### src/pkg/mmd_regs.svh
// address map constants for the memory map decoder
`ifndef MMD_REGS_SVH
`define MMD_REGS_SVH
`define MMD_ADDR_W      16
`define MMD_DATA_W      16
`define MMD_SFR_LAST    16'h000f
`define MMD_BPER_FIRST  16'h0010
`define MMD_BPER_LAST   16'h00ff
`define MMD_WPER_FIRST  16'h0100
`define MMD_WPER_LAST   16'h01ff
`define MMD_RAM_FIRST   16'h0200
`define MMD_RAM_LAST    16'h09ff
`define MMD_ROM_FIRST   16'hc000
`define MMD_ROM_LAST    16'hffff
`define MMD_VEC_FIRST   16'hffe0
`define MMD_VEC_RESET   16'hfffe
`define MMD_VEC_WORDS   16
`endif
### src/pkg/mmd_pkg.sv
// types shared by both ends of the memory map decoder
package mmd_pkg;
  typedef enum logic [5:0] {
    MMD_RGN_NONE = 6'b000001,
    MMD_RGN_SFR  = 6'b000010,
    MMD_RGN_BPER = 6'b000100,
    MMD_RGN_WPER = 6'b001000,
    MMD_RGN_RAM  = 6'b010000,
    MMD_RGN_ROM  = 6'b100000
  } mmd_region_t;
  typedef enum logic [2:0] {
    MMD_M_IDLE = 3'b001,
    MMD_M_REQ  = 3'b010,
    MMD_M_DONE = 3'b100
  } mmd_mstate_t;
endpackage : mmd_pkg

### src/pkg/mmd_bus_if.sv
// shared memory bus between master and decoder
interface mmd_bus_if;
  logic        req;       // access request, level
  logic        we;        // write
  logic        byte_acc;  // byte access when high
  logic        fetch;     // instruction fetch
  logic [15:0] memory_address_bus;
  logic [15:0] wdata;     // master write data
  logic [15:0] memory_data_bus;  // read data to master
  logic        ack;       // one-cycle answer
  modport master (output req, we, byte_acc, fetch, memory_address_bus, wdata,
                  input memory_data_bus, ack);
  modport decoder (input req, we, byte_acc, fetch, memory_address_bus, wdata,
                   output memory_data_bus, ack);
endinterface : mmd_bus_if

### src/hdl/mmd_decoder.sv
// memory map decoder: routes master accesses to the five regions

`include "mmd_regs.svh"

// address map, low to high, with the default sizes
//   0000-000f  special function registers, one byte each
//   0010-00ff  byte peripherals
//   0100-01ff  word peripherals
//   0200-09ff  ram, end set by RAM_LAST
//   0a00-bfff  unmapped: reads give zero, writes select nothing
//   c000-ffff  flash, start set by ROM_FIRST
//   ffe0-ffff  vector table, top sixteen words of flash
// the whole 16-bit space is decoded; only bit 0 of word accesses and fetches is ignored
// should the parameters make ranges overlap, the lower region wins

// parameters
//   RAM_LAST: last ram byte, grows with the fitted ram
//   ROM_FIRST: first flash byte, falls as more flash is fitted

// lane use
//   word access outside the byte regions: both lanes, low byte at the even address
//   byte access outside the byte regions: lane from address bit 0
//   special regs and byte periph: low lane for every byte address,
//   as each byte address there is a register of its own

// write handling
//   word write to a byte region enables the low lane only
//   an odd byte write elsewhere has its data moved to the high lane
//   a fetch never raises the write strobe

// timing of one access
//   cycle 1: req high; selects, lanes, strobe and write data valid
//   cycle 2: ack high for one cycle, read data registered
//   cycle 3: master shows done and the read result
//   the master drops req in the ack cycle; a new access may follow
//   from cycle 5, after the done cycle and one idle cycle

// reset clears ack and read data; a request may follow at once

// limitations
//   targets answer in the select cycle, there are no wait states
//   no error answer: software must keep to the mapped ranges
//   an odd byte read of a word peripheral is passed on as it is
//   a word read of a byte peripheral returns the target's upper byte
//   selects are combinational, so targets see them in the request cycle

module mmd_decoder
  import mmd_pkg::*;
#(
  parameter logic [15:0] RAM_LAST  = `MMD_RAM_LAST,
  parameter logic [15:0] ROM_FIRST = `MMD_ROM_FIRST
)(
  input  wire logic        CLK_I,         // system clock
  input  wire logic        RESET_I,       // sync reset, high
  mmd_bus_if.decoder       BUS,           // master side
  output      mmd_pkg::mmd_region_t REGION_O,  // decoded region of access
  output      logic [15:0] ADDR_O,        // aligned address to targets
  output      logic        SFR_SEL_O,     // special regs select
  output      logic        BPER_SEL_O,    // byte peripheral select
  output      logic        WPER_SEL_O,    // word peripheral select
  output      logic        RAM_SEL_O,     // ram select
  output      logic        ROM_SEL_O,     // flash select
  output      logic        VEC_HIT_O,     // access in vector table
  output      logic        WE_O,          // write strobe to target
  output      logic [1:0]  BE_O,          // byte lanes {hi,lo}
  output      logic [15:0] WDATA_O,       // lane-steered write data
  input  wire logic [15:0] SFR_RDATA_I,   // special regs read data
  input  wire logic [15:0] BPER_RDATA_I,  // byte peripheral read data
  input  wire logic [15:0] WPER_RDATA_I,  // word peripheral read data
  input  wire logic [15:0] RAM_RDATA_I,   // ram read data
  input  wire logic [15:0] ROM_RDATA_I    // flash read data
);
  import mmd_pkg::*;

  // address as seen by the targets; words and fetches always aligned,
  // so an odd word address reaches the same word as its even neighbour
  wire logic        force_even = ~BUS.byte_acc | BUS.fetch;
  wire logic        bit0       = BUS.memory_address_bus[0] & ~force_even;
  wire logic [15:0] a          = {BUS.memory_address_bus[15:1], bit0};
  wire logic        odd        = a[0];

  // inclusive range test, shared by every bounded region but the special regs
  function automatic logic in_span(input logic [15:0] x,
                                   input logic [15:0] lo,
                                   input logic [15:0] hi);
    return x >= lo && x <= hi;
  endfunction : in_span

  // range decode, 16-bit compares cover the 64 KB space
  wire logic in_sfr  = a <= `MMD_SFR_LAST;
  wire logic in_bper = in_span(a, `MMD_BPER_FIRST, `MMD_BPER_LAST);
  wire logic in_wper = in_span(a, `MMD_WPER_FIRST, `MMD_WPER_LAST);
  wire logic in_ram  = in_span(a, `MMD_RAM_FIRST, RAM_LAST);
  wire logic in_rom  = in_span(a, ROM_FIRST, `MMD_ROM_LAST);
  wire logic in_vec  = in_span(a, `MMD_VEC_FIRST, `MMD_ROM_LAST);

  // priority encode keeps the selects exclusive
  wire mmd_region_t region = in_sfr  ? MMD_RGN_SFR  :
                             in_bper ? MMD_RGN_BPER :
                             in_wper ? MMD_RGN_WPER :
                             in_ram  ? MMD_RGN_RAM  :
                             in_rom  ? MMD_RGN_ROM  : MMD_RGN_NONE;

  // byte lanes: byte regions always take the low lane only
  wire logic        narrow  = region == MMD_RGN_SFR || region == MMD_RGN_BPER;
  // the high lane serves only an odd byte outside the byte regions
  wire logic        hi_lane = BUS.byte_acc && odd && !narrow;
  wire logic [1:0]  be      = narrow        ? 2'b01 :
                              !BUS.byte_acc ? 2'b11 :
                              hi_lane       ? 2'b10 : 2'b01;
  // byte data sits on the lane that its address selects
  wire logic [15:0] wdata   = hi_lane ? {BUS.wdata[7:0], 8'h00} : BUS.wdata;

  // read data mux; unmapped reads give zero
  logic [15:0] raw;
  always_comb
  begin
    unique case (region)
      MMD_RGN_SFR:  raw = SFR_RDATA_I;
      MMD_RGN_BPER: raw = BPER_RDATA_I;
      MMD_RGN_WPER: raw = WPER_RDATA_I;
      MMD_RGN_RAM:  raw = RAM_RDATA_I;
      MMD_RGN_ROM:  raw = ROM_RDATA_I;
      default:      raw = 16'h0000;
    endcase
  end
  // byte reads return the addressed byte low, upper zero;
  // the byte regions give every byte on the low lane, as writes use it
  wire logic [15:0] rbyte = hi_lane ? {8'h00, raw[15:8]} : {8'h00, raw[7:0]};
  // word reads pass the target's word on untouched
  wire logic [15:0] rdata = BUS.byte_acc ? rbyte : raw;

  // region code and aligned address, combinational for the request cycle
  assign REGION_O   = BUS.req ? region : MMD_RGN_NONE;
  assign ADDR_O     = a;

  // one select per target from the one-hot code; none while idle
  wire  logic [5:0] region_bits = region;
  logic       [4:0] sel_vec;
  for (genvar g = 0; g < 5; g++)
  begin : g_sel
    assign sel_vec[g] = BUS.req && region_bits[g + 1];
  end
  assign SFR_SEL_O  = sel_vec[0];
  assign BPER_SEL_O = sel_vec[1];
  assign WPER_SEL_O = sel_vec[2];
  assign RAM_SEL_O  = sel_vec[3];
  assign ROM_SEL_O  = sel_vec[4];
  assign VEC_HIT_O  = BUS.req && in_vec;

  // strobes; a fetch never writes, idle cycles enable no lane
  assign WE_O       = BUS.req && BUS.we && !BUS.fetch;
  assign BE_O       = BUS.req ? be : 2'b00;
  assign WDATA_O    = wdata;

  // answer one cycle after the request; ack falls again at once so that
  // a request still held in the ack cycle is not taken twice
  logic        ack_ff;
  logic [15:0] rd_ff;
  wire  logic        nxt_ack = BUS.req && !ack_ff;
  // read data is kept until the next read, writes leave it alone
  wire  logic [15:0] nxt_rd  = (BUS.req && !BUS.we) ? rdata : rd_ff;

  // handshake flag
  always_ff @(posedge CLK_I)
  begin
    if (RESET_I)
    begin
      ack_ff <= 1'b0;
    end
    else
    begin
      ack_ff <= nxt_ack;
    end
  end

  // read data register; a data output, so it comes from a flip-flop
  always_ff @(posedge CLK_I)
  begin
    if (RESET_I)
    begin
      rd_ff <= 16'h0000;
    end
    else
    begin
      rd_ff <= nxt_rd;
    end
  end

  // bus answer
  assign BUS.ack             = ack_ff;
  assign BUS.memory_data_bus = rd_ff;
endmodule : mmd_decoder

### src/flat_wrapper.sv
// flat-port wrapper written by rule: the top's interface ports become plain ports
module mmd_decoder_flat import mmd_pkg::*;
#(
  parameter logic [15:0] RAM_LAST  = `MMD_RAM_LAST,
  parameter logic [15:0] ROM_FIRST = `MMD_ROM_FIRST
)
  (CLK_I, RESET_I, REGION_O, ADDR_O, SFR_SEL_O, BPER_SEL_O, WPER_SEL_O, RAM_SEL_O, ROM_SEL_O, VEC_HIT_O, WE_O, BE_O, WDATA_O, SFR_RDATA_I, BPER_RDATA_I, WPER_RDATA_I, RAM_RDATA_I, ROM_RDATA_I, BUS_req, BUS_we, BUS_byte_acc, BUS_fetch, BUS_memory_address_bus, BUS_wdata, BUS_memory_data_bus, BUS_ack);
  mmd_bus_if BUS_i ();
  input  wire logic CLK_I;
  input  wire logic RESET_I;
  output      mmd_pkg::mmd_region_t REGION_O;
  output      logic [15:0] ADDR_O;
  output      logic SFR_SEL_O;
  output      logic BPER_SEL_O;
  output      logic WPER_SEL_O;
  output      logic RAM_SEL_O;
  output      logic ROM_SEL_O;
  output      logic VEC_HIT_O;
  output      logic WE_O;
  output      logic [1:0] BE_O;
  output      logic [15:0] WDATA_O;
  input  wire logic [15:0] SFR_RDATA_I;
  input  wire logic [15:0] BPER_RDATA_I;
  input  wire logic [15:0] WPER_RDATA_I;
  input  wire logic [15:0] RAM_RDATA_I;
  input  wire logic [15:0] ROM_RDATA_I;
  input wire logic [$bits(BUS_i.req)-1:0] BUS_req;
  input wire logic [$bits(BUS_i.we)-1:0] BUS_we;
  input wire logic [$bits(BUS_i.byte_acc)-1:0] BUS_byte_acc;
  input wire logic [$bits(BUS_i.fetch)-1:0] BUS_fetch;
  input wire logic [$bits(BUS_i.memory_address_bus)-1:0] BUS_memory_address_bus;
  input wire logic [$bits(BUS_i.wdata)-1:0] BUS_wdata;
  output wire logic [$bits(BUS_i.memory_data_bus)-1:0] BUS_memory_data_bus;
  output wire logic [$bits(BUS_i.ack)-1:0] BUS_ack;
  assign BUS_i.req = BUS_req;
  assign BUS_i.we = BUS_we;
  assign BUS_i.byte_acc = BUS_byte_acc;
  assign BUS_i.fetch = BUS_fetch;
  assign BUS_i.memory_address_bus = BUS_memory_address_bus;
  assign BUS_i.wdata = BUS_wdata;
  assign BUS_memory_data_bus = BUS_i.memory_data_bus;
  assign BUS_ack = BUS_i.ack;
  mmd_decoder #(.RAM_LAST(RAM_LAST), .ROM_FIRST(ROM_FIRST)) u_core (.CLK_I(CLK_I), .RESET_I(RESET_I), .BUS(BUS_i), .REGION_O(REGION_O), .ADDR_O(ADDR_O), .SFR_SEL_O(SFR_SEL_O), .BPER_SEL_O(BPER_SEL_O), .WPER_SEL_O(WPER_SEL_O), .RAM_SEL_O(RAM_SEL_O), .ROM_SEL_O(ROM_SEL_O), .VEC_HIT_O(VEC_HIT_O), .WE_O(WE_O), .BE_O(BE_O), .WDATA_O(WDATA_O), .SFR_RDATA_I(SFR_RDATA_I), .BPER_RDATA_I(BPER_RDATA_I), .WPER_RDATA_I(WPER_RDATA_I), .RAM_RDATA_I(RAM_RDATA_I), .ROM_RDATA_I(ROM_RDATA_I));
endmodule
### config.mk
export PLATFORM = sky130hd
export DESIGN_NAME = mmd_decoder_flat
export DESIGN_NICKNAME = d
export VERILOG_FILES = /design/src/pkg/mmd_pkg.sv /design/src/pkg/mmd_bus_if.sv /design/src/hdl/mmd_decoder.sv /design/src/flat_wrapper.sv
export VERILOG_INCLUDE_DIRS = /design/src /design/src/pkg
export SDC_FILE = /design/constraint.sdc
export NUM_CORES = 1
export LEC_CHECK = 0
export ABC_AREA = 1
export BUFFER_PORTS_ARGS = -buffer_cell sky130_fd_sc_hd__buf_2
export CORE_MARGIN = 1.5
export CORE_UTILIZATION = 38
export DETAILED_ROUTE_END_ITERATION = 12
export GPL_TIMING_DRIVEN = 0
export PLACE_DENSITY = 0.82
export REMOVE_ABC_BUFFERS = 1
export SETUP_SLACK_MARGIN = 0.5
export SLEW_MARGIN = 15
export SYNTH_ARGS = -nofsm -noshare
export SYNTH_HDL_FRONTEND = slang
export SYNTH_SLANG_ARGS = --single-unit
### constraint.sdc
create_clock -name CLK_I -period 1.42 [get_ports CLK_I]
set_clock_uncertainty 0.05 [all_clocks]
set_input_delay 0.071 -clock CLK_I [delete_from_list [all_inputs] [get_ports CLK_I]]
set_output_delay 0.071 -clock CLK_I [all_outputs]
set_load 0.05 [all_outputs]
=== Word-level counts from Yosys, hierarchy flattened ===
Cells that the tools add are included.

* Bitwise logic cells: 4
* Reductions and logical operators: 22
* Equality and inequality tests: 5
* Muxes and demuxes: 14
* $lt $le $gt $ge: 10

{| class="wikitable"
|+ Operator list
! kind !! number
|-
| $pmux W16 S5 || 1
|-
| $mux W6 || 6
|-
| $ge A16 B16 Y1 const B || 2
|-
| $mux W16 || 2
|-
| $logic_and A1 B1 Y1 || 17
|-
| $ge A16 B10 Y1 const B || 1
|-
| $ge A16 B5 Y1 const B || 1
|-
| $ge A16 B9 Y1 const B || 1
|-
| $le A16 B12 Y1 const B || 1
|-
| $le A16 B16 Y1 const B || 1
|-
| $le A16 B4 Y1 const B || 1
|-
| $le A16 B8 Y1 const B || 1
|-
| $le A16 B9 Y1 const B || 1
|-
| $mux W2 || 4
|-
| $mux W8 || 1
|-
| $eq A6 B2 Y1 const B || 1
|-
| $eq A6 B3 Y1 const B || 1
|-
| $eq A6 B4 Y1 const B || 1
|-
| $eq A6 B5 Y1 const B || 1
|-
| $eq A6 B6 Y1 const B || 1
|-
| $logic_not A1 Y1 || 4
|-
| $not A1 Y1 || 2
|-
| $and A1 B1 Y1 || 1
|-
| $logic_or A1 B1 Y1 || 1
|-
| $or A1 B1 Y1 || 1
|}

* Output and inout bits: 64
* Bits of input ports: 118
* Register bits after elaboration: 17
* Word-level logic and storage cells: 57

=== Depth between registers and ports, before layout ===
Gate-level depths: netlist (run 1).

* Depth in word-level cells: 19
* Depth in mapped cells: 12
* Depth with buffers taken out: 11

=== Least setup slack after synthesis (run 1) ===
OpenSTA, ideal clock, no wires.

* Path kind: input -> output
* Start point: in BUS_memory_address_bus[5]
* End point: out REGION_O[2]
* Arrival time: 2.149 ns
* Path buffers: 2
* Required time: 1.299 ns
* Stages on the path: 6
* Path slack: -0.850 ns
* Cell sequence: nor2_1 -> nand2_1 -> clkinv_1 -> buf_2 -> nor3_1 -> buf_4

* Word-level cells in the longest chain between the ends: 7
* Elaborated cells between the ends (all ways): 15
* Those cells by class: 7 x order compare; 5 x mux; 3 x reduce/logical

{| class="wikitable"
|+ Ends and longest elaborated chain
! item !! line !! source
|-
| start: declaration || flat_wrapper.sv:31 || <nowiki>input wire logic [$bits(BUS_i.memory_address_bus)-1:0] BUS_memory_address_bus;</nowiki>
|-
| $ge A16 B10 Y1 or $le A16 B12 Y1 (tied branches) || mmd_decoder.sv:86 || <nowiki>return x >= lo && x <= hi;</nowiki>
|-
| $logic_and A1 B1 Y1 || mmd_decoder.sv:86 ||
|-
| $mux W6 || mmd_decoder.sv:101 || <nowiki>in_ram ? MMD_RGN_RAM :</nowiki>
|-
| $mux W6 || mmd_decoder.sv:100 || <nowiki>in_wper ? MMD_RGN_WPER :</nowiki>
|-
| $mux W6 || mmd_decoder.sv:99 || <nowiki>in_bper ? MMD_RGN_BPER :</nowiki>
|-
| $mux W6 * || mmd_decoder.sv:98 || <nowiki>wire mmd_region_t region = in_sfr ? MMD_RGN_SFR :</nowiki>
|-
| $mux W6 * || mmd_decoder.sv:134 || <nowiki>assign REGION_O = BUS.req ? region : MMD_RGN_NONE;</nowiki>
|-
| end: declaration || flat_wrapper.sv:11 || <nowiki>output mmd_pkg::mmd_region_t REGION_O;</nowiki>
|}

Mark *: on every way between the ends. The rest lies on a longest branch, timed or not.

=== Final worst setup path (run 1) ===
* Start point: in BUS_memory_address_bus[10]
* End point: out BE_O[1]

* Word-level cells in the longest chain between the ends: 15
* Elaborated cells between the ends (all ways): 27
* Those cells by class: 9 x order compare; 2 x eq/ne; 9 x mux; 7 x reduce/logical

{| class="wikitable"
|+ Ends and longest elaborated chain
! item !! line !! source
|-
| $ge A16 B16 Y1 or $le A16 B16 Y1 (tied branches) || mmd_decoder.sv:86 ||
|-
| $logic_and A1 B1 Y1 || mmd_decoder.sv:86 ||
|-
| $mux W6 || mmd_decoder.sv:102 || <nowiki>in_rom ? MMD_RGN_ROM : MMD_RGN_NONE;</nowiki>
|-
| $mux W6 || mmd_decoder.sv:101 ||
|-
| $mux W6 || mmd_decoder.sv:100 ||
|-
| $mux W6 || mmd_decoder.sv:99 ||
|-
| $mux W6 * || mmd_decoder.sv:98 ||
|-
| $eq A6 B2 Y1 or $eq A6 B3 Y1 (tied branches) || mmd_decoder.sv:105 || <nowiki>wire logic narrow = region == MMD_RGN_SFR || region == MMD_RGN_BPER;</nowiki>
|-
| $logic_or A1 B1 Y1 * || mmd_decoder.sv:105 ||
|-
| $logic_not A1 Y1 || mmd_decoder.sv:107 || <nowiki>wire logic hi_lane = BUS.byte_acc && odd && !narrow;</nowiki>
|-
| $logic_and A1 B1 Y1 || mmd_decoder.sv:107 ||
|-
| $mux W2 || mmd_decoder.sv:110 || <nowiki>hi_lane ? 2'b10 : 2'b01;</nowiki>
|-
| $mux W2 || mmd_decoder.sv:109 || <nowiki>!BUS.byte_acc ? 2'b11 :</nowiki>
|-
| $mux W2 * || mmd_decoder.sv:108 || <nowiki>wire logic [1:0] be = narrow ? 2'b01 :</nowiki>
|-
| $mux W2 * || mmd_decoder.sv:153 || <nowiki>assign BE_O = BUS.req ? be : 2'b00;</nowiki>
|-
| end: declaration || flat_wrapper.sv:20 || <nowiki>output logic [1:0] BE_O;</nowiki>
|}

Marked as above.

==> results.ini, run 1 <==
[logic_synthesis]
ys_warn_count = 0
ys_types = 22
ys_seq_area_share_pct = 17.3
synth_cells = 366
syn_avg_cell_area_um2 = 5.39
synth_area_um2 = 1970
synth_seq_cells = 17

[critical_path]
arrival_ns = 1.26
r2r-end = u_core.BUS.memory_data_bus[0]
cp-end-kind = output port
endpoint = BE_O[1]
reg2reg_depth = 4
required_ns = 1.30
critPathKind = in -> out
start_kind = primary input
rrSetupSlack_ns = 0.63
crit_path_start = BUS_memory_address_bus[10]
reg2reg_from = u_core.BUS.memory_data_bus[0]
crit_fanout = 5

[sta]
post-route-min-period_ns = 1.39
fmax_mhz = 722
tightestPinTransition_ns = 0.384
hold_violations = 0
hold_slack_ns = 0.0925
fin_crit_sh_pct = 97.6
slew_viol_final = 0
rsz0062_at_grt = yes
timing.final.ws_setup_ns = 0.0342
setup_viol = 0
slew_headroom_pct = 74.3

[global_route]
antenna_found_initial = 0
grt_overflow = 0
grt_usage_pct = 32.7
grt_pass1_wl_um = 14000
grt_pass1_vias = 3043
grt_max_degree = 19

[placement]
io_buffers = 175
dp_slack_ns = -0.817
dp.cells = 572
gp_routability_congestion = 0.851
hpwl_um = 5410

[die]
dieArea_um2 = 5630
coreArea_um2 = 5040
floorplan.initialDensity_pct = 39.1
io-pin-count = 182
rows = 26
die_h_um = 75.0
die_w_um = 75.0

[clock_tree]
hold_buffers = 0
cts_made_buffers = 3
clock_sinks = 17
clk_path_buf_depth = 2
clkLatencyLatePin_ns = 0.25
cts_tree = built
cts_root_buf = clkbuf_8
htreeDepth = 1

[power]
comb_power_share_pct = 55.1
peakVddDrop_mv = 0.473
pwr-share-seq_pct = 26.1
p_leak_nw = 2.02
pwr-share-clk_pct = 18.7
p_per_area_nw_per_um2 = 523
finalPower_w = 0.00195
swShare_pct = 44.5
p_int_w = 0.00109
power.switching_w = 0.000869

[finish]
fin_cells = 612
area_growth_pct = 89.6
nNetsFinal = 661
final_common_cell = buf_2
layout_common_cells = buf_2 (118), nand2_1 (116), nand3_1 (55), buf_6 (51), nor2_1 (31)
drive_gt1_share_pct = 50.6
post-route-util_pct = 74.1
nFillCells = 348
antennaDiodeCount = 0

[run_status]
outcome = complete, no violations

[route]
num_vias = 3371
via_per_inst = 5.51
first_iter_violations = 301
routed_wl_um = 11000
drtAntennaViolNets = 0
first_pass_iters = 6
wl_per_cell_um = 18.0
drc = 0

[min_path]
min-delay-start = BUS_memory_address_bus[1]
hold_class = in -> out

[job]
maxCapViolCount = 0

==> routing by layer <==
metal,global-route usage (%),vias to the layer above,routed length (um)
li1,-,1516,-
met1,36.7,1465,3850
met2,59.3,309,5150
met3,7.23,81,1330
met4,13.9,0,690
met5,0,-,0
==> Yosys cell counts (all sizes together) <==
cell      n  area (um^2)
dfxtp    17          340
nor3      4         20.0
nor2     58          258
clkbuf    3         11.3
inv      26         97.6
clkinv    2         7.51
o21ai     9         48.8
a211oi    1         7.51
nand4    19          119
nand3    55          275
buf      36          256
a21oi     8         40.0
nand2   128          490
==> stage by stage <==
stage	area [um^2]	setup TNS, ns
after floorplan	1700	-25.57
after global placement	2670	-23.11
after global routing	3740	-0.000555
after CTS	3410	0
final	3740	0
after detailed placement	2670	-24.79
==> power groups by stage <==
stage / Clock, W / Combinational [W] / Sequential (W)
finish: 0.000366 / 0.00108 / 0.000511
global route: 0.000383 / 0.00112 / 0.000512
CTS: 0.000365 / 0.000947 / 0.000507
detailed placement: 0 / 0.000770 / 0.000516
global placement: 0 / 0.000763 / 0.000515
floorplan: 0 / 0.000338 / 0.000579
==> critical path, stage by stage <==
cell and delay [ns]:
buf_12 0.11, nor2_4 0.15, nand2_4 0.08, nor2_4 0.14, clkinv_4 0.12, buf_12 0.15, nand2_8 0.07, buf_6 0.12
a211oi_2 0.08, buf_6 0.17
==> how the worst min path moves through the flow <==
| stage | depth (start not counted) | slack (ns) | to |
|---|---|---|---|
| floorplan | 1 | 0.09 | u_core.BUS.memory_data_bus[10] |
| global placement | 0 | 0.09 | ADDR_O[1] |
| detailed placement | 0 | 0.09 | ADDR_O[1] |
| CTS | 0 | 0.09 | ADDR_O[1] |
| global route | 0 | 0.09 | ADDR_O[2] |
| finish | 0 | 0.09 | ADDR_O[1] |
==> layout make-up <==
type                       instances  area (um^2)  area share (%)
sequential                        17          344            9.20
tap                               70         87.6            2.34
inverter                          28          140            3.75
timing repair buffer             204         1530            40.9
clock buffer                       4         45.0            1.20
multi-input combinational        287         1580            42.3
timing repair inverter             2         10.0           0.268
==> sequential cells by signal, summed over array words and instances (netlist names) <==
| signal | count |
|---|---|
| u_core.BUS.ack | 1 |
| u_core.BUS.memory_data_bus | 16 |
==> what timing repair did <==
item | CTS | global route
pin swaps | 14 | 9
gates resized for setup | 157 | 62
setup endpoints to repair | 61 | 60
gates cloned | 8 | 0
setup buffers | 14 | 14
==> logic make-up (layout without fill, tap and decap cells) <==
logic type,Yosys count,in the layout,share of synthesized area [%]
compound gates,18,18,4.89
buf+inv,67,238,18.9
flops,17,17,17.3
simple gates,264,269,58.9
(Power assumes the default switching activity.)
==> run 2: changes to the inputs <==
--- a/config.mk
+++ b/config.mk
@@ -9,11 +9,11 @@
 export ABC_AREA = 1
 export BUFFER_PORTS_ARGS = -buffer_cell sky130_fd_sc_hd__buf_2
 export CORE_MARGIN = 1.5
-export CORE_UTILIZATION = 38
+export CORE_UTILIZATION = 39
+export CTS_BUF_LIST = sky130_fd_sc_hd__clkbuf_2
 export DETAILED_ROUTE_END_ITERATION = 12
 export GPL_TIMING_DRIVEN = 0
-export PLACE_DENSITY = 0.82
-export REMOVE_ABC_BUFFERS = 1
+export PLACE_DENSITY = 0.84
 export SETUP_SLACK_MARGIN = 0.5
 export SLEW_MARGIN = 15
 export SYNTH_ARGS = -nofsm -noshare
==> run 2 against run 1 <==
  * The flow now stops in global routing (5_1_grt)
  * Synthesized cell count is the same
  * Area after synthesis is the same
==> results.ini, run 2 <==
[clock_tree]
hold_buffers = 0  ; unchanged
clock_sinks = 17  ; unchanged
cts_root_buf = clkbuf_2
cts_made_buffers = 3  ; unchanged
clk_path_buf_depth = 2  ; unchanged
htreeDepth = 1  ; unchanged

[placement]
gp_routability_congestion = 0.881  ; +3.6%
dp.cells = 610  ; +6.6%
hpwl_um = 6860  ; +27%
io_buffers = 177  ; +1.1%

[logic_synthesis]
yosysTopAreaCellShare_pct = 24.0  ; unchanged
ys_seq_area_share_pct = 17.3  ; unchanged
yosys-top-cells-area = nand2_1 (24%), dfxtp_1 (17%), nand3_1 (14%)
synth_area_um2 = 1970  ; unchanged
synth-edff-count = 0  ; unchanged
ys_types = 22  ; unchanged
ys_warn_count = 0  ; unchanged
synthesis.nets = 484
synth_seq_cells = 17  ; unchanged
synth-main-ff-cell = dfxtp_1
synth_cells = 366  ; unchanged
syn_avg_cell_area_um2 = 5.39  ; unchanged
yosys.area.top_type = nand2_1
synth_common_cells = nand2_1 (126), nand3_1 (55), nor2_1 (52)
yosys.cell_count.top_type = nand2_1
synthArstFlopShare_pct = 0  ; unchanged

[die]
die_h_um = 74.1  ; -1.2%
io-pin-count = 182  ; unchanged
floorplan.initialDensity_pct = 41.2  ; +2.1 points
rows = 25  ; -3.8%
die_w_um = 74.1  ; -1.2%

[sta]
repair-timing-grt-worst-ep = WDATA_O[9]
endpoint_type = primary output

[run_status]
error = [ERROR DPL-0038] Utilization greater than 100%, impossible to legalize
outcome = did not finish
stop_stage = global routing (5_1_grt)

[global_route]
grt_max_degree = 11

[run 2: cell counts after synthesis]
Identical to the previous run, type by type.
[run 2: logic make-up after synthesis]
logic type             count (synthesis)  share of synthesized area, %
buffers and inverters                 67                          18.9
AOI/OAI and AO/OA                     18                          4.89
DFF                                   17                          17.3
and+or+nand+nor                      264                          58.9
[run 2: repair_timing]
| action | 4_1_cts |
|---|---|
| buffers inserted | 34 |
| pin swaps | 51 |
| cloned | 3 |
| endpoints found under the setup margin | 64 |
| gates resized for setup | 206 |
[run 2: per-stage QoR]
stage               instance area [um^2]  hold WS (ns)  worst slack, ns
floorplan                           2380         0.182            0.117
global placement                    3350         0.370           -0.195
detailed placement                  3350         0.373           -0.214
CTS                                 4380        0.0462            0.108
==> run 3: changes to the inputs <==
--- a/config.mk
+++ b/config.mk
@@ -9,12 +9,10 @@
 export ABC_AREA = 1
 export BUFFER_PORTS_ARGS = -buffer_cell sky130_fd_sc_hd__buf_2
 export CORE_MARGIN = 1.5
-export CORE_UTILIZATION = 39
-export CTS_BUF_LIST = sky130_fd_sc_hd__clkbuf_2
+export CORE_UTILIZATION = 38
 export DETAILED_ROUTE_END_ITERATION = 12
 export GPL_TIMING_DRIVEN = 0
-export PLACE_DENSITY = 0.84
-export SETUP_SLACK_MARGIN = 0.5
+export PLACE_DENSITY_LB_ADDON = 0.15
 export SLEW_MARGIN = 15
 export SYNTH_ARGS = -nofsm -noshare
 export SYNTH_HDL_FRONTEND = slang
==> run 3 against run 2 <==
  * The flow now finishes without violations
==> results.ini, run 3 (same netlist as run 1, synthesis figures left out) <==
[sta]
finalSetupTns_ns = 0
setup_viol = 0
tightestPinTransition_ns = 0.407
rsz0062_at_grt = no
slew_headroom_pct = 72.9
hold_slack_ns = 0.159
post-route-min-period_ns = 1.37
hold_violations = 0
fmax_mhz = 732
fin_crit_sh_pct = 96.2
slew_viol_final = 0

[global_route]
grt_usage_pct = 26.9
grt_overflow = 0
antenna_found_initial = 0
grt_pass1_wl_um = 11700
grt_max_degree = 11
grt_pass1_vias = 2634

[finish]
drive_gt1_share_pct = 48.2
register_area_um2 = 340
largest_reg_flops = 16
design_area_um2 = 3360
antennaDiodeCount = 0
layout_common_cells = buf_2 (158), nand2_1 (123), nand3_1 (54), nor2_1 (39), buf_4 (36)
post-route-util_pct = 66.7
nFillCells = 490
multiInputGateArea_um2 = 1410
area_growth_pct = 70.4
final_common_cell = buf_2
nNetsFinal = 673

[clock_tree]
hold_buffers = 0  ; unchanged
cts_made_buffers = 3  ; unchanged
clock_sinks = 17  ; unchanged
clkLatencyLatePin_ns = 0.25
htreeDepth = 1  ; unchanged
cts_tree = built
clk_pin_slew_worst_paths_ns = 0.06
cts_root_buf = clkbuf_8
clk_path_buf_depth = 2  ; unchanged

[power]
peakVddDrop_mv = 0.494
p_per_area_nw_per_um2 = 547
finalPower_w = 0.00184
p_leak_nw = 1.96

[critical_path]
required_ns = 1.30
crit_fanout = 10
reg2reg_from = u_core.BUS.memory_data_bus[7]
r2r-end = u_core.BUS.memory_data_bus[7]
start_kind = primary input
arrival_ns = 1.25
rrSetupSlack_ns = 0.70
reg2reg_depth = 4
cp-end-kind = output port
critPathKind = in -> out

[min_path]
hold-path-endpoint = u_core.BUS.memory_data_bus[8]
hold_depth = 5
min-delay-start = BPER_RDATA_I[8]
hold_class = in -> reg

[die]
die_h_um = 75.0  ; +1.3%
floorplan.initialDensity_pct = 39.1  ; -2.1 points
io-pin-count = 182  ; unchanged
rows = 26  ; +4.0%
die_w_um = 75.0  ; +1.3%
coreArea_um2 = 5040
dieArea_um2 = 5630

[route]
drc = 0
drtAntennaViolNets = 0
first_pass_iters = 5
first_iter_violations = 151
wl_per_cell_um = 13.3
num_vias = 3022
via_per_inst = 4.84
routed_wl_um = 8300

[job]
maxCapViolCount = 0

[logic_synthesis]
synthesis.nets = 484  ; unchanged

[placement]
gp_routability_congestion = 0.896  ; +1.6%
io_buffers = 177  ; unchanged
hpwl_um = 6290  ; -8.4%
dpl_cell_area_um2 = 3050  ; -8.9%

[run_status]
outcome = complete, no violations

run 3: how the worst max path moves through the flow:
stage / to / startpoint / cells after the start / slack, ns
after global routing: WDATA_O[14] / BUS_memory_address_bus[14] / 10 / 0.006
after floorplan: REGION_O[2] / BUS_memory_address_bus[5] / 6 / -0.12
final: REGION_O[3] / BUS_memory_address_bus[10] / 9 / 0.05
after CTS: REGION_O[3] / BUS_memory_address_bus[10] / 9 / 0.005
after global placement: REGION_O[2] / BUS_memory_address_bus[5] / 8 / -0.22
after detailed placement: WDATA_O[13] / BUS_memory_address_bus[10] / 10 / -0.23
run 3: area by class of cell:
cell class / count / area share, %
Sequential cell: 17 / 10.1
Timing Repair Buffer: 184 / 31.7
Buffer: 39 / 8.94
Tap cell: 70 / 2.61
Inverter: 28 / 3.35
Clock buffer: 4 / 1.34
Multi-Input combinational cell: 282 / 42.0
run 3: report_power, final:
group | internal [W] | leakage [nW] | total, W | switching, W
registers | 0.000496 | 0.139 | 0.000504 | 0.00000852
logic | 0.000348 | 1.80 | 0.000971 | 0.000623
clock network | 0.000199 | 0.0228 | 0.000365 | 0.000165
run 3: per-layer routing:
| layer | track usage, % | vias up | share of wire [%] |
|---|---|---|---|
| met4 | 4.04 | 0 | 0.75 |
| li1 | - | 1534 | - |
| met3 | 6.83 | 6 | 9.7 |
| met1 | 31.1 | 1321 | 39 |
| met5 | 0 | - | 0 |
| met2 | 50.6 | 161 | 51 |
run 3: what timing repair did:
item | 4_1_cts | 5_1_grt
pin swaps | 1 | 4
endpoints found under the setup margin | 25 | 31
setup buffers | 1 | 6
gates resized for setup | 45 | 23
cloned | 0 | 0
run 3: metrics by stage:
step / worst slack [ns] / cells
floorplan: -0.123 / 366
global placement: -0.224 / 613
detailed placement: -0.229 / 613
CTS: 0.00470 / 618
global route: 0.00641 / 624
finish: 0.0535 / 624
run 3: worst max-delay path: stages:
cell,delay [ns]
buf_2,0.15
nor2_4,0.14
inv_1,0.08
nor2_4,0.17
buf_6,0.16
nand2_2,0.09
nor2_4,0.09
buf_4,0.10
buf_4,0.18
==> run 4: changes to the inputs <==
--- a/config.mk
+++ b/config.mk
@@ -9,9 +9,9 @@
 export ABC_AREA = 1
 export BUFFER_PORTS_ARGS = -buffer_cell sky130_fd_sc_hd__buf_2
 export CORE_MARGIN = 1.5
-export CORE_UTILIZATION = 38
+export CORE_UTILIZATION = 34
 export DETAILED_ROUTE_END_ITERATION = 12
-export GPL_TIMING_DRIVEN = 0
+export GPL_TIMING_DRIVEN = 1
 export PLACE_DENSITY_LB_ADDON = 0.15
 export SLEW_MARGIN = 15
 export SYNTH_ARGS = -nofsm -noshare
==> constraint.sdc (replaced) <==
create_clock -name CLK_I -period 1.2 [get_ports CLK_I]
set_clock_uncertainty 0.05 [all_clocks]
set_input_delay 0.06 -clock CLK_I [delete_from_list [all_inputs] [get_ports CLK_I]]
set_output_delay 0.06 -clock CLK_I [all_outputs]
set_load 0.05 [all_outputs]
==> run 4 against run 3 <==
  * The run now ends with negative setup slack left
  * Worst hold slack lost 0.089 ns
  * Critical path type unchanged
  * Sequential power grew 19%
  * Largest cell class is now buffers
  * Worst setup slack lost 0.19 ns
==> results.ini, run 4 (same netlist as run 1, synthesis figures left out) <==
[route]
first_pass_iters = 4  ; -1
drc = 0  ; unchanged
num_vias = 3278  ; +8.5%
drtAntennaViolNets = 0  ; unchanged
routed_wl_um = 10300  ; +24%
via_per_inst = 5.20  ; +7.4%
wl_per_cell_um = 16.4  ; +23%
first_iter_violations = 238  ; +58%

[critical_path]
critPathKind = in -> out
required_ns = 1.09  ; -0.21 ns
slowest_delay_ns = 0.23  ; +0.05 ns
rrSetupSlack_ns = 0.46  ; -0.24 ns
r2r-end = u_core.BUS.memory_data_bus[5]
reg2reg_from = u_core.BUS.memory_data_bus[5]
cp_top_family = simple AND/OR/NAND/NOR gates
arrival_ns = 1.23  ; -0.02 ns
start_kind = primary input
slowest_stage = nor3_4
cp_cell_sequence = buf_6 > nor2_2 > nand2_2 > nor2_4 > inv_4 > buf_12 > nor3_4 > buf_6
cp-end-kind = output port
crit_path_start = BUS_memory_address_bus[12]
crit_buf_inv = 4  ; -1
crit_fanout = 3  ; -7
crit_top_cell = buf_6
reg2reg_depth = 4  ; unchanged

[power]
comb_power_share_pct = 56.1  ; +3.3 points
swShare_pct = 43.2  ; -0.15 points
peakVddDrop_mv = 0.418  ; -15%
finalPower_w = 0.00234  ; +27%
power.switching_w = 0.00101  ; +27%
p_per_area_nw_per_um2 = 596  ; +8.8%
pwr-share-clk_pct = 18.3  ; -1.5 points
pwr-share-seq_pct = 25.6  ; -1.8 points
p_leak_nw = 2.12  ; +8.3%
p_int_w = 0.00133  ; +27%

[finish]
drive_gt1_share_pct = 54.5  ; +6.3 points
nFillCells = 458  ; -6.5%
antennaDiodeCount = 0  ; unchanged
layout_common_cells = buf_2 (139), nand2_1 (108), nand3_1 (49), buf_6 (42), nor2_1 (30)
area_growth_pct = 98.9
post-route-util_pct = 70.8  ; +4.1 points
design_area_um2 = 3920  ; +17%
largest_reg_flops = 16  ; unchanged
nNetsFinal = 677  ; +0.59%
final_common_cell = buf_2

[global_route]
grt_usage_pct = 27.0  ; +0.088 points
grt_pass1_vias = 2972  ; +13%
grt_max_degree = 35  ; +24
grt_overflow = 0  ; unchanged
antenna_found_initial = 0  ; unchanged
grt_pass1_wl_um = 13500  ; +15%

[clock_tree]
hold_buffers = 0  ; unchanged
cts_root_buf = clkbuf_8
cts_made_buffers = 3  ; unchanged
clock_sinks = 17  ; unchanged
clk_path_buf_depth = 2  ; unchanged
htreeDepth = 1  ; unchanged
cts_tree = built
clkLatencyLatePin_ns = 0.25  ; about the same

[run_status]
violations = negative setup slack
outcome = finished with violations

[logic_synthesis]
synthesis.nets = 484  ; unchanged

[sta]
finalSetupTns_ns = -2.41  ; -2.41 ns
post-route-min-period_ns = 1.34
timing.final.ws_setup_ns = -0.137  ; -0.191 ns
setup_viol = 32  ; +32
hold_violations = 0  ; unchanged
slew_headroom_pct = 77.1  ; +4.2 points
rsz0062_at_grt = yes
tightestPinTransition_ns = 0.344  ; -0.0629 ns
fin_crit_sh_pct = 111
slew_viol_final = 0  ; unchanged
fmax_mhz = 748
hold_slack_ns = 0.0701  ; -0.0889 ns

[min_path]
hold-path-endpoint = ADDR_O[1]
hold_class = in -> out
hold_depth = 0  ; -5
min-delay-start = BUS_memory_address_bus[1]

[placement]
hpwl_um = 6120  ; -2.7%
gp_routability_congestion = 0.894  ; -0.16%
io_buffers = 175  ; -1.1%
dpl_cell_area_um2 = 3180  ; +4.2%

[die]
die_h_um = 79.2  ; +5.5%
io-pin-count = 182  ; unchanged
dieArea_um2 = 6270  ; +11%
floorplan.initialDensity_pct = 35.6  ; -3.5 points
die_w_um = 79.2  ; +5.5%
coreArea_um2 = 5540  ; +9.9%
rows = 27  ; +3.8%

[job]
maxCapViolCount = 0  ; unchanged

-- run 4: cell types whose count changed in the layout (fill, tap and decap cells not counted), moves of 3 or more --
cell,previous run,this run
buf_12,0,9
buf_2,158,139
buf_4,36,29
buf_6,20,42
clkbuf_16,0,3
clkbuf_4,3,0
nand2_1,123,108
nand2_2,4,12
nand2_4,0,6
nand3_1,54,49
nand3_2,1,5
nor2_1,39,30
nor2_4,9,19
-- run 4: worst reg2reg max path, cell delays in order (launching register included) --
cell and delay, ns:
dfxtp_1 0.33, nor2_1 0.10, nor2_1 0.05, nand2_1 0.07
inv_1 0.04
-- run 4: routing by layer --
metal  up-vias  track usage [%]  wire length, um
met5         -                0                0
met4         0             4.21              329
met3        42             5.63              880
met2       207             51.1             5140
met1      1487             31.4             3960
li1       1542                -                -
-- run 4: through the flow --
stage | cells | worst slack, ns
after floorplan | 366 | -0.228
after global placement | 609 | -0.202
after detailed placement | 609 | -0.270
after CTS | 620 | -0.0670
after global routing | 630 | -0.185
final | 630 | -0.137
-- run 4: how the worst max path moves through the flow --
stage | end | slack, ns | cells past startpoint
floorplan | REGION_O[2] | -0.23 | 6
global route | WDATA_O[11] | -0.18 | 10
finish | REGION_O[1] | -0.14 | 8
detailed placement | WDATA_O[4] | -0.27 | 9
CTS | WDATA_O[14] | -0.07 | 11
global placement | WDATA_O[5] | -0.20 | 9
-- run 4: repair_timing --
item | 4_1_cts | 5_1_grt
buffers inserted | 6 | 10
gates cloned | 1 | 3
endpoints found under the setup margin | 27 | 41
gates resized for setup | 74 | 67
pin swaps | 9 | 17
-- run 4: cell type report --
class	instances	area [um^2]	area share (%)
Inverter	28	119	3.03
Timing Repair Buffer	227	1720	43.8
Clock buffer	4	45.0	1.15
Sequential cell	17	340	8.68
Multi-Input combinational cell	282	1610	41.1
Tap cell	72	90.1	2.30
-- run 4: power by group through the flow --
stage,Combinational [W],Sequential [W],Clock [W]
after floorplan,0.000622,0.000686,0
after global placement,0.00105,0.000610,0
after detailed placement,0.00106,0.000610,0
after CTS,0.00118,0.000598,0.000442
after global routing,0.00137,0.000601,0.000467
final,0.00131,0.000598,0.000428
